===== src/wwdg_pkg.sv =====
// Functional notes
// RL1 - count decrements once per 16000 machine cycles
// RL2 - active and 40h to 3Fh: pulse reset low
// RL3 - counter keeps running while watchdog inactive
// RL4 - software reloads periodically with C0h to FFh
// RL5 - inactive after reset; only reset deactivates
// RL6 - write activation set, top clear: immediate reset
// RL7 - halt while active resets unless option suppresses; the code resets on halt only while the halt option is set
// RL8 - hardware option: always active, activation bit ignored
// RL9 - with halt option, reload just before halting
// RL10 - control register read/write, resets to 7Fh
// RL11 - activation bit 7: software sets, reset clears
// RL12 - bits 6:0 read count, write reloads it
// RL13 - timeout programmable in 64 prescaled steps
// RL14 - timeout spread from unknown prescaler phase
// RL15 - options sampled at reset; prescaler cleared by reset
package wwdg_pkg;

  // timing
  localparam int unsigned CLK_PERIOD_NS = 50;
  localparam int unsigned RESET_PULSE_NS = 30000;
  localparam int unsigned RESET_PULSE_CYCLES = RESET_PULSE_NS / CLK_PERIOD_NS;
  localparam int unsigned PULSE_CNT_W = 10;
  localparam int unsigned PRESCALE_CYCLES = 16000;

  // register map: offsets are word indices, byte address = 4 * index
  localparam int unsigned ADR_W = 8;
  localparam int unsigned IDX_W = 6;
  localparam logic [IDX_W-1:0] CTRL_IDX = 6'h2e;
  localparam logic [IDX_W-1:0] STAT_IDX = 6'h2f;

  // control register layout and values
  localparam int unsigned ACT_BIT = 7;
  localparam int unsigned TOP_BIT = 6;
  localparam logic [7:0] CTRL_RESET = 8'h7f;
  localparam logic [6:0] COUNT_EXPIRE = 7'h40;
  localparam logic [6:0] COUNT_ONE = 7'h01;
  localparam logic [23:0] UPPER_ZERO = 24'h000000;

  typedef struct packed {
    logic active;
    logic [6:0] count;
  } wwdg_ctrl_t;

  typedef struct packed {
    logic [3:0] spare;
    logic halt_opt;
    logic hw_opt;
    logic pulse_busy;
    logic eff_active;
  } wwdg_stat_t;

endpackage


===== src/wwdg_top.sv =====
// Register access over Wishbone was chosen for this implementation.
`timescale 1ns/1ns
module wwdg_top #(
  parameter int unsigned PRESCALE_CYCLES = wwdg_pkg::PRESCALE_CYCLES
) (
  // clock and reset
  input wire logic clk_i,
  input wire logic rst_i,
  // wishbone classic slave
  input wire logic wb_cyc_i,
  input wire logic wb_stb_i,
  input wire logic wb_we_i,
  input wire logic [3:0] wb_sel_i,
  input wire logic [wwdg_pkg::ADR_W-1:0] wb_adr_i,
  input wire logic [31:0] wb_dat_i,
  output logic [31:0] wb_dat_o,
  output logic wb_ack_o,
  // option pins, static
  input wire logic hw_watchdog_opt_i,
  input wire logic halt_reset_option_i,
  // cpu halt instruction strobe
  input wire logic halt_exec_i,
  // device reset request
  output logic reset_pin_n_o
);

  ////////////////////////////////////////////////////////////////////////////
  // option capture

  logic hw_meta_q;
  logic hw_sync_q;
  logic halt_meta_q;
  logic halt_sync_q;
  logic hw_opt_q;
  logic halt_opt_q;

  always_ff @(posedge clk_i)
  begin
    hw_meta_q <= hw_watchdog_opt_i;
    hw_sync_q <= hw_meta_q;
    halt_meta_q <= halt_reset_option_i;
    halt_sync_q <= halt_meta_q;
  end

  // options latched while reset is held, frozen afterwards
  always_ff @(posedge clk_i)
  begin
    if (rst_i)
    begin
      hw_opt_q <= hw_sync_q; // [RL15]
      halt_opt_q <= halt_sync_q; // [RL15]
    end
  end

  ////////////////////////////////////////////////////////////////////////////
  // bus decode

  logic ack_q;
  logic req;
  logic ctrl_hit;
  logic stat_hit;
  logic wr_en;
  wwdg_pkg::wwdg_ctrl_t wdat;
  wwdg_pkg::wwdg_ctrl_t ctrl_rd;
  wwdg_pkg::wwdg_stat_t stat_rd;
  logic [wwdg_pkg::IDX_W-1:0] idx;

  assign idx = wb_adr_i[wwdg_pkg::ADR_W-1:2];
  assign req = wb_cyc_i & wb_stb_i & ~ack_q;
  assign ctrl_hit = (idx == wwdg_pkg::CTRL_IDX);
  assign stat_hit = (idx == wwdg_pkg::STAT_IDX);
  assign wr_en = req & wb_we_i & ctrl_hit & wb_sel_i[0];
  assign wdat = wb_dat_i[wwdg_pkg::ACT_BIT:0];

  ////////////////////////////////////////////////////////////////////////////
  // prescaler

  logic tick;

  wwdg_prescaler #(
    .DIV(PRESCALE_CYCLES),
    .W($clog2(PRESCALE_CYCLES))
  ) u_prescaler (
    .clk_i(clk_i),
    .rst_i(rst_i),
    .tick_o(tick)
  ); // [RL1] [RL14] [RL15]

  ////////////////////////////////////////////////////////////////////////////
  // control register

  logic active_q;
  logic [6:0] count_q;
  logic eff_active;

  always_ff @(posedge clk_i)
  begin
    if (rst_i)
    begin
      active_q <= wwdg_pkg::CTRL_RESET[wwdg_pkg::ACT_BIT]; // [RL5] [RL10]
    end
    else if (wr_en && wdat.active)
    begin
      active_q <= 1'b1; // [RL11]
    end
  end

  // a write reloads and wins over a tick in the same cycle
  always_ff @(posedge clk_i)
  begin
    if (rst_i)
    begin
      count_q <= wwdg_pkg::CTRL_RESET[wwdg_pkg::TOP_BIT:0]; // [RL10]
    end
    else if (wr_en)
    begin
      count_q <= wdat.count; // [RL12] [RL13]
    end
    else if (tick)
    begin
      count_q <= count_q - wwdg_pkg::COUNT_ONE; // [RL1] [RL3]
    end
  end

  assign eff_active = active_q | hw_opt_q; // [RL8]

  ////////////////////////////////////////////////////////////////////////////
  // reset generation

  logic timeout_trig;
  logic sw_trig;
  logic halt_trig;
  logic trigger;
  logic busy;
  logic [wwdg_pkg::PULSE_CNT_W-1:0] pulse_cnt_q;
  logic [wwdg_pkg::PULSE_CNT_W-1:0] pulse_cnt_d;

  localparam logic [wwdg_pkg::PULSE_CNT_W-1:0] PULSE_LOAD =
    wwdg_pkg::PULSE_CNT_W'(wwdg_pkg::RESET_PULSE_CYCLES);
  localparam logic [wwdg_pkg::PULSE_CNT_W-1:0] PULSE_STEP =
    wwdg_pkg::PULSE_CNT_W'(1);

  assign timeout_trig = eff_active & tick & ~wr_en
    & (count_q == wwdg_pkg::COUNT_EXPIRE); // [RL2]
  assign sw_trig = wr_en & (wdat.active | eff_active)
    & ~wdat.count[wwdg_pkg::TOP_BIT]; // [RL6]
  assign halt_trig = halt_exec_i & eff_active & halt_opt_q; // [RL7]
  assign trigger = timeout_trig | sw_trig | halt_trig;
  assign busy = (pulse_cnt_q != '0);

  // a pulse in progress ignores new triggers
  always_comb
  begin
    pulse_cnt_d = pulse_cnt_q;
    if (busy)
    begin
      pulse_cnt_d = pulse_cnt_q - PULSE_STEP;
    end
    else if (trigger)
    begin
      pulse_cnt_d = PULSE_LOAD; // [RL2]
    end
  end

  always_ff @(posedge clk_i)
  begin
    if (rst_i)
    begin
      pulse_cnt_q <= '0;
    end
    else
    begin
      pulse_cnt_q <= pulse_cnt_d;
    end
  end

  always_ff @(posedge clk_i)
  begin
    if (rst_i)
    begin
      reset_pin_n_o <= 1'b1;
    end
    else
    begin
      reset_pin_n_o <= (pulse_cnt_d == '0); // [RL2]
    end
  end

  ////////////////////////////////////////////////////////////////////////////
  // bus answer

  always_comb
  begin
    ctrl_rd.active = active_q;
    ctrl_rd.count = count_q;
    stat_rd = '0;
    stat_rd.eff_active = eff_active;
    stat_rd.pulse_busy = busy;
    stat_rd.hw_opt = hw_opt_q;
    stat_rd.halt_opt = halt_opt_q;
  end

  always_ff @(posedge clk_i)
  begin
    if (rst_i)
    begin
      ack_q <= 1'b0;
    end
    else
    begin
      ack_q <= req;
    end
  end

  always_ff @(posedge clk_i)
  begin
    if (rst_i)
    begin
      wb_dat_o <= '0;
    end
    else if (req && !wb_we_i)
    begin
      if (ctrl_hit)
      begin
        wb_dat_o <= {wwdg_pkg::UPPER_ZERO, ctrl_rd}; // [RL10] [RL12]
      end
      else if (stat_hit)
      begin
        wb_dat_o <= {wwdg_pkg::UPPER_ZERO, stat_rd};
      end
      else
      begin
        wb_dat_o <= '0;
      end
    end
  end

  assign wb_ack_o = ack_q;
endmodule // wwdg_top


===== src/wwdg_prescaler.sv =====
`timescale 1ns/1ns
// free-running divider, one tick every DIV clocks; only reset clears it
module wwdg_prescaler #(
  parameter int unsigned DIV = wwdg_pkg::PRESCALE_CYCLES,
  parameter int unsigned W = $clog2(DIV)
) (
  // clock and reset
  input wire logic clk_i,
  input wire logic rst_i,
  // tick out
  output logic tick_o
);

  localparam logic [W-1:0] LAST = W'(DIV - 1);
  localparam logic [W-1:0] STEP = W'(1);

  logic [W-1:0] div_q;

  always_ff @(posedge clk_i)
  begin
    if (rst_i)
    begin
      div_q <= '0;
    end
    else if (div_q == LAST)
    begin
      div_q <= '0;
    end
    else
    begin
      div_q <= div_q + STEP;
    end
  end

  assign tick_o = (div_q == LAST);

endmodule // wwdg_prescaler


===== config.mk =====
export PLATFORM = sky130hd
export DESIGN_NAME = wwdg_top
export DESIGN_NICKNAME = d
export VERILOG_FILES = /design/src/wwdg_pkg.sv /design/src/wwdg_top.sv /design/src/wwdg_prescaler.sv
export SDC_FILE = /design/constraint.sdc
export NUM_CORES = 1
export LEC_CHECK = 0
export BUFFER_PORTS_ARGS = -buffer_cell sky130_fd_sc_hd__clkbuf_2
export CORE_MARGIN = 4
export CORE_UTILIZATION = 40
export CTS_BUF_LIST = sky130_fd_sc_hd__clkbuf_4 sky130_fd_sc_hd__clkbuf_8 sky130_fd_sc_hd__clkbuf_16
export DETAILED_ROUTE_END_ITERATION = 16
export GPL_TIMING_DRIVEN = 0
export HOLD_SLACK_MARGIN = 0.08
export PLACE_DENSITY = 0.75
export REMOVE_ABC_BUFFERS = 1
export SYNTH_ARGS = -nofsm -noshare
export SYNTH_HDL_FRONTEND = slang
export SYNTH_SLANG_ARGS = --single-unit

===== constraint.sdc =====
create_clock -name clk_i -period 2.24 [get_ports clk_i]
set_input_delay 0.112 -clock clk_i [delete_from_list [all_inputs] [get_ports clk_i]]
set_output_delay 0.112 -clock clk_i [all_outputs]
set_load 0.02 [all_outputs]

# == After elaboration in Yosys (flattened, before gate mapping) ==
# Index checks and enable logic that the tools add are counted.
# word_totals
ff_bits,72
input_bits,52
output_inout_bits,34
wordCells,52
# op_classes
muxes,6
n_reduce_logical,7
addsub,3
bitwise,19
n_eq_ne,4
# ops
operator,count
10-bit 2-to-1 mux,2
14-bit by 1-bit adder with 14-bit output (second input constant),1
14-bit == test (second input constant),1
7-bit 2-to-1 mux,2
1-bit AND,12
6-bit == test (second input constant),2
10-bit zero test,1
10-bit nonzero test,1
10-bit by 1-bit subtractor with 10-bit output (second input constant),1
8-bit 2-to-1 mux,1
7-bit == test (second input constant),1
7-bit by 1-bit subtractor with 7-bit output (second input constant),1
4-bit 2-to-1 mux,1
1-bit OR,4
1-bit NOT,3
1-bit logical AND,2
2-bit nonzero test,1
2-bit OR reduction,1
1-bit zero test,1

# == Longest topological paths before layout ==
# Gate-level depths: netlist of run 1.
# depth
depth_word,13
ltp_mapped,8
ltp_nobuf,7

# == Modules after synthesis ==
# From an unflattened synthesis of run 1, not the netlist that was laid out.
# hier_totals
cells_unflattened,271
area_unflattened_um2,2386.0
# by_module_without_submodules
mod,area_each_um2,n_inst,cells_per_inst
wwdg_top,1765.4,1,205
wwdg_prescaler,620.6,1,66

# == Worst setup path after synthesis of run 1 ==
# Ideal clock, no wire load.
# synth_path
path_type,flip-flop to flip-flop
start,register u_prescaler.div_q[0]
end,register pulse_cnt_q[3] (netlist bit)
setup_time_ns,0.067
path_stages_with_launch,8
synth_period_minus_slack_ns,2.325
arrival_ns,2.258
setup_slack_ns,-0.085
required_time_ns,2.173
cell_sequence,dfxtp_1 ha_1 nand4_4 or4_4 buf_6 or3_4 a311o_1 a21oi_2
# synth_between
elab_chain_len,8
# synth_rtl
item,line_no,rtl
"start, declared",wwdg_prescaler.sv:17,logic [W-1:0] div_q;
"start signal, assigned",wwdg_prescaler.sv:31,div_q <= div_q + STEP;
14-bit == test,wwdg_prescaler.sv:35,assign tick_o = (div_q == LAST);
1-bit AND (2 in series),wwdg_top.sv:143,assign timeout_trig = eff_active & tick & ~wr_en
1-bit AND,wwdg_top.sv:144,& (count_q == wwdg_pkg::COUNT_EXPIRE);
1-bit OR (2 in series),wwdg_top.sv:148,assign trigger = timeout_trig | sw_trig | halt_trig;
10-bit 2-to-1 mux,wwdg_top.sv:159,else if (trigger)
10-bit 2-to-1 mux,wwdg_top.sv:155,if (busy)
"end signal, assigned",wwdg_top.sv:173,pulse_cnt_q <= pulse_cnt_d;
"end, declared",wwdg_top.sv:135,logic [wwdg_pkg::PULSE_CNT_W-1:0] pulse_cnt_q;
# Every way passes these cells.
# A chain may end at the register's enable or synchronous reset.

# == Worst setup path in the final report of run 1 ==
# layout_path
start,register u_prescaler.div_q[1]
end,register pulse_cnt_q[3] (netlist bit)
# The elaborated chain is that of the path after synthesis.

==> results of run 1 <==
power by group through the flow:
| stage | combinational (mW) | sequential (mW) | clock [mW] |
|---|---|---|---|
| final | 0.742 | 1.05 | 0.651 |
| after global routing | 0.846 | 1.07 | 0.698 |
| after CTS | 0.728 | 1.05 | 0.661 |
| after detailed placement | 0.713 | 1.07 | 0 |
| after global placement | 0.696 | 1.06 | 0 |
| after floorplan | 0.563 | 1.05 | 0 |
registers in the layout, summed over array words and instances (netlist names):
register and count:
hw_sync_q 1, u_prescaler.div_q 14, count_q 7, reset_pin_n_o 1, halt_opt_q 1, active_q 1
hw_meta_q 1, halt_sync_q 1, wb_dat_o 8, hw_opt_q 1, wb_ack_o 1, pulse_cnt_q 10
halt_meta_q 1
metal layers:
layer  track usage  vias to the layer above  share of wire
met5             0                        -              0
met2         0.237                       53           0.49
li1              -                     1056              -
met1         0.189                      968           0.45
met3        0.0322                        9          0.045
met4        0.0524                        0          0.015
logic make-up after synthesis:
logic type      count (synthesis)  synth area share
simple gates                  125             0.266
compound gates                 49             0.144
flops                          48             0.392
buf+inv                        45             0.107
xor+xnor                       16            0.0561
fa+ha+maj                       4            0.0200
mux                             3            0.0130
other cells                     1           0.00150
metrics by stage:
stage	hold slack (ns)	total power, mW	cell area, um^2	setup WS (ns)	setup TNS, ns
3_3_place_gp	0.216	1.76	2600	-0.111	-0.111
6_report	0.0815	2.44	2860	0.0705	0
3_5_place_dp	0.219	1.78	2600	-0.166	-0.239
2_1_floorplan	0.140	1.62	2340	-0.0162	-0.0162
5_1_grt	0.0935	2.61	2860	-0.0235	-0.0235
4_1_cts	0.0819	2.44	2830	0.00239	0
worst register-to-register path: stages (launching register included):
cell	delay, ns
dfxtp_2	0.37
ha_4	0.16
nand4_4	0.13
or4_4	0.60
or3_4	0.37
a311o_1	0.37
a21oi_2	0.11
worst paths after layout:
kind	cells past startpoint	from	end	slack [ns]
setup reg to reg	6	u_prescaler.div_q[1]	pulse_cnt_q[3]	0.07
hold / removal	3	wb_dat_i[2]	count_q[2]	0.08
setup / recovery	6	u_prescaler.div_q[1]	pulse_cnt_q[3]	0.07
hold reg to reg	0	hw_meta_q	hw_sync_q	0.34
what timing repair did:
action	in CTS	in global routing
hold buffers	7	0
pin swaps	2	4
hold endpoints to repair	7	0
buffers inserted	3	2
resized for setup	7	7
endpoints found under the setup margin	4	6
placed cells by master (no fill, tap or decap), drive strengths merged, types with 6 or more instances in the layout:
cell / n
conb: 24
inv: 8
nand4: 8
o21bai: 7
xnor2: 9
clkbuf: 37
nor2: 48
a21oi: 7
nor3: 14
dlygate4sd3: 7
dfxtp: 46
nand2: 12
nor4: 7
xor2: 7
a22oi: 8
nand3: 6
final cells by class:
type	count	area, um^2	share of cell area
multi-input combinational	221	1360	0.477
tap	75	93.8	0.0328
sequential	48	990	0.346
timing repair buffer	44	272	0.0949
inverter	7	26.3	0.00919
clock inverter	3	46.3	0.0162
clock buffer	5	68.8	0.0241
==> results.md, run 1 <==
- FF+latch count, synth: 48
- Fillcell total: about 560
- Max Cap Violations: 0
- CTS H-Tree Depth: 2
- CP Launch Type: register
- Crit path largest cell delay: a little under 0.6 ns
- Worst IR drop on VDD: between 400 and 500 uV
- Synth top area cells: dfxtp_1 (37%), buf_4 (7.2%), nor2_1 (7.2%)
- Synth Instances: just under 300
- Comb pwr share: 0.303
- Layout cells sized above 1: 0.201
- Syn Area/Cell: ~8.6 um^2
- Ys async rst share: 0
- Initial Utilization: 0.417
- Placer Congestion: about 0.84
- Achievable Freq: between 400 and 500 MHz
- WP data arrival: roughly 2.4 ns
- CP Cell Sequence: ha_4, nand4_4, or4_4, or3_4, a311o_1, a21oi_2
- TritonCTS Buffers: 5
- Drt wl/cell: around 13 um
- HP Class: input port to register
- Cell-internal power: between 1.5 and 2 mW
- Final wirelength: approximately 5200 um
- Required time of the worst setup path: roughly 2.5 ns
- Sequential Power Share: 0.430
- Status: finished, final reports clean
- Crit-path slowest cell: or4_4
- FP Rows: 28
- Leak: 1.16 nW
- Routed vias: approximately 2.1k
- Max FO, Critical Path: 4
- Largest net degree at the start of global routing: 34
- Dominant synthesized flop cell: dfxtp_1
- Worst-path clk slew: roughly 0.10 ns
- Period utilization: 0.969
- Die W: a little under 90 um
- Die H: between 80 and 90 um
- Sw Share: 0.345
- Area delta synth->final: 14.4%
- Total GRT Usage: 0.146
- CTS tree: yes
- CP bufs+invs: 0
- First-pass GRT wire length: approximately 8800 um
- Setup CP Type: register to register
- Seq/Total Area, Yosys: 0.392
- Largest area contributor in the netlist: dfxtp_1
- Initial drt markers: 94
- Clk pwr share: 0.266
- DR pass1 iterations: 4
- Post-synth top cells: nor2_1 (48), dfxtp_1 (46), buf_4 (24)
- CTS Sinks: 48
- Slew @ Worst Pin: between 0.7 and 0.8 ns
- Initial antenna violation count: 0
- N_diodes: 0
- Synth top area share: 0.368
- Power density over cell area: ~850 nW/um^2
- Clk Latency, worst-skew pair: 0.31 ns
- Clk buf depth: 2
- Nets@finish: about 380
- RSZ-0062 raised after global routing: true
- Mapped Area: between 2000 and 2500 um^2
- Vias/cell: approximately 5.2
- Yosys cell types: between 50 and 60
- Worst Skew: between 0.005 and 0.006 ns
- ANT nets after route: 0
- Final hold violation count: 0
- Switching power total: approximately 0.84 mW
- Yosys warning total: 0
- Core footprint: between 5000 and 6000 um^2
- Gr ovfl total: 0
- Fin. max-slew vios: 0
- Min cycle time layout: 2.17 ns
- Io pins: between 80 and 90
- Non-Filler Instances: 403
- Slew headroom: 0.484
- Final HPWL DP: about 3600 um
- Full die area: 7580 um^2
- Most common cell in the netlist: nor2_1
- Post-synth EDFFs: 2
- Crit-path leading delay family: simple AND/OR/NAND/NOR gates
- Placed insts: approximately 380
- Final setup viols: 0
- Residual DRC count: 0
- Vias in the first global route: a little under 2k
- Final Util: 0.477
- Clk root buf: clkbuf_8
- Critical Path Sink Type: register
- I/O Buffers: 32
Note: power is estimated with default switching activity, not from simulation.
==> run 2: changes to the inputs <==
--- a/config.mk
+++ b/config.mk
@@ -8,7 +8,7 @@
 export BUFFER_PORTS_ARGS = -buffer_cell sky130_fd_sc_hd__clkbuf_2
 export CORE_MARGIN = 4
 export CORE_UTILIZATION = 40
-export CTS_BUF_LIST = sky130_fd_sc_hd__clkbuf_4 sky130_fd_sc_hd__clkbuf_8 sky130_fd_sc_hd__clkbuf_16
+export CTS_BUF_LIST = sky130_fd_sc_hd__clkbuf_16
 export DETAILED_ROUTE_END_ITERATION = 16
 export GPL_TIMING_DRIVEN = 0
 export HOLD_SLACK_MARGIN = 0.08
==> results.md, run 2 (synthesized netlist as in run 1, its figures left out) <==
- Status: finished, final reports clean
- CTS Sinks: 48
- Most frequent cells in the layout: nor2_1 (47), dfxtp_1 (41), clkbuf_2 (32)
- N_diodes: 0
- Die W: approximately 87 um
- Fillcell total: about 560
- Period utilization: 0.960
- Slew headroom: 0.573
- Final Util: 0.483
- Power density over cell area: just over 900 nW/um^2
- Final hold violation count: 0
- Routed vias: 2067
- Max reg flops: 14
- I/O Buffers: 32
- ANT nets after route: 0
- Io pins: 86
- Worst IR drop on VDD: 497 uV
- WP data arrival: approximately 2.4 ns
- RSZ-0062 raised after global routing: false
- Worst-path clk slew: ~0.07 ns
- Area delta synth->final: 15.7%
- CP bufs+invs: 0
- Clk buf depth: 2
- Placed cell area: around 2600 um^2
- CTS H-Tree Depth: 2
- Final HPWL DP: roughly 3600 um
- Final setup viols: 0
- Achievable Freq: between 400 and 500 MHz
- Hold slack: 0.0774 ns
- Drt wl/cell: 12.6 um
- Initial antenna violation count: 0
- DR pass1 iterations: 4
- Gr ovfl total: 0
- Initial Utilization: 0.417
- Setup CP Type: register to register
- Max FO, Critical Path: 4
- Final wirelength: around 5100 um
- Required time of the worst setup path: 2.46 ns
- TritonCTS Buffers: 5
- Full die area: about 7600 um^2
- Vias/cell: between 5 and 6
- Crit path largest cell delay: 0.59 ns
- Clk Latency, worst-skew pair: slightly below 0.3 ns
- Vias in the first global route: 1908
- Setup total negative slack: 0 ns
- FP Rows: 28
- CP Cell Sequence: ha_4, nand4_4, or4_4, or3_4, a311o_1, a21oi_2
- Nets@finish: between 300 and 400
- Layout cells sized above 1: 0.200
- First-pass GRT wire length: roughly 8700 um
- Largest net degree at the start of global routing: 34
- Top reg by flops: u_prescaler.div_q
- CP Launch Type: register
- Critical Path Sink Type: register
- Most common cell after layout, fill and taps aside: nor2_1
- Clk root buf: clkbuf_16
- Design Area, Final: a little under 3000 um^2
- Crit-path slowest cell: or4_4
- Min cycle time layout: 2.15 ns
- Largest regs: u_prescaler.div_q (14), pulse_cnt_q (10), wb_dat_o (8)
- HP Class: input port to register
- CTS tree: yes
- Worst Skew: approximately 0.0045 ns
- Residual DRC count: 0
- Fin. max-slew vios: 0
- Max Cap Violations: 0
- Core footprint: about 6000 um^2
- Crit-path leading delay family: simple AND/OR/NAND/NOR gates
- Leak: approximately 1.2 nW
- Slew @ Worst Pin: 0.640 ns
- Die H: between 80 and 90 um
- Placer Congestion: between 0.8 and 0.9
- Initial drt markers: 63
- Total GRT Usage: 0.144
## run 2: cell count changes in the layout (fill, tap and decap cells not counted)
| cell | change |
|---|---|
| nor4_4 | +1 |
| nor4_2 | -1 |
| clkbuf_8 | -5 |
| nor3_2 | -1 |
| dfxtp_2 | -1 |
| dlygate4sd3_1 | -3 |
| dfxtp_4 | +1 |
| clkbuf_16 | +5 |
| nor3_1 | +1 |
## run 2: metrics by stage
step           power, mW  instances  worst slack (ns)
2_1_floorplan       1.62        276           -0.0162
3_3_place_gp        1.76        383            -0.111
3_5_place_dp        1.78        383            -0.166
4_1_cts             2.65        397          0.000715
5_1_grt             2.83        400           0.00927
6_report            2.65        400            0.0895
## run 2: layout make-up
class,count,area [um^2],share of cell area
tap,75,93.8,0.0324
clock inverter,3,46.3,0.0160
sequential,48,992,0.343
clock buffer,5,125,0.0433
inverter,7,26.3,0.00908
timing repair buffer,41,241,0.0835
multi-input combinational,221,1370,0.473
## run 2: worst paths after layout
| kind | startpoint | to | slack (ns) | cells after the start |
|---|---|---|---|---|
| min | wb_dat_i[3] | count_q[3] | 0.08 | 3 |
| min reg2reg | hw_meta_q | hw_sync_q | 0.33 | 0 |
| max reg2reg | u_prescaler.div_q[0] | pulse_cnt_q[3] | 0.09 | 6 |
| max | u_prescaler.div_q[0] | pulse_cnt_q[3] | 0.09 | 6 |
## run 2: layer usage
metal	track usage	routed length, um
met1	0.186	2220
met3	0.0322	206
met5	0	0
met4	0.0538	84
met2	0.233	2540
## run 2: worst register-to-register path, cell delays in order (launching register included)
cell and delay (ns):
dfxtp_4 0.37, ha_4 0.15, nand4_4 0.13, or4_4 0.59, or3_4 0.37, a311o_1 0.37, a21oi_2 0.11
## run 2: timing repair
action | 4_1_cts | 5_1_grt
hold endpoints to repair | 4 | 0
hold buffers | 4 | 0
setup buffers | 2 | 3
pin swaps | 2 | 4
gates resized for setup | 4 | 11
setup endpoints to repair | 4 | 9
## run 2: report_power, final
part | total, mW | switching [mW] | internal [mW]
clock network | 0.862 | 0.332 | 0.530
registers | 1.05 | 0.111 | 0.941
logic | 0.737 | 0.417 | 0.320
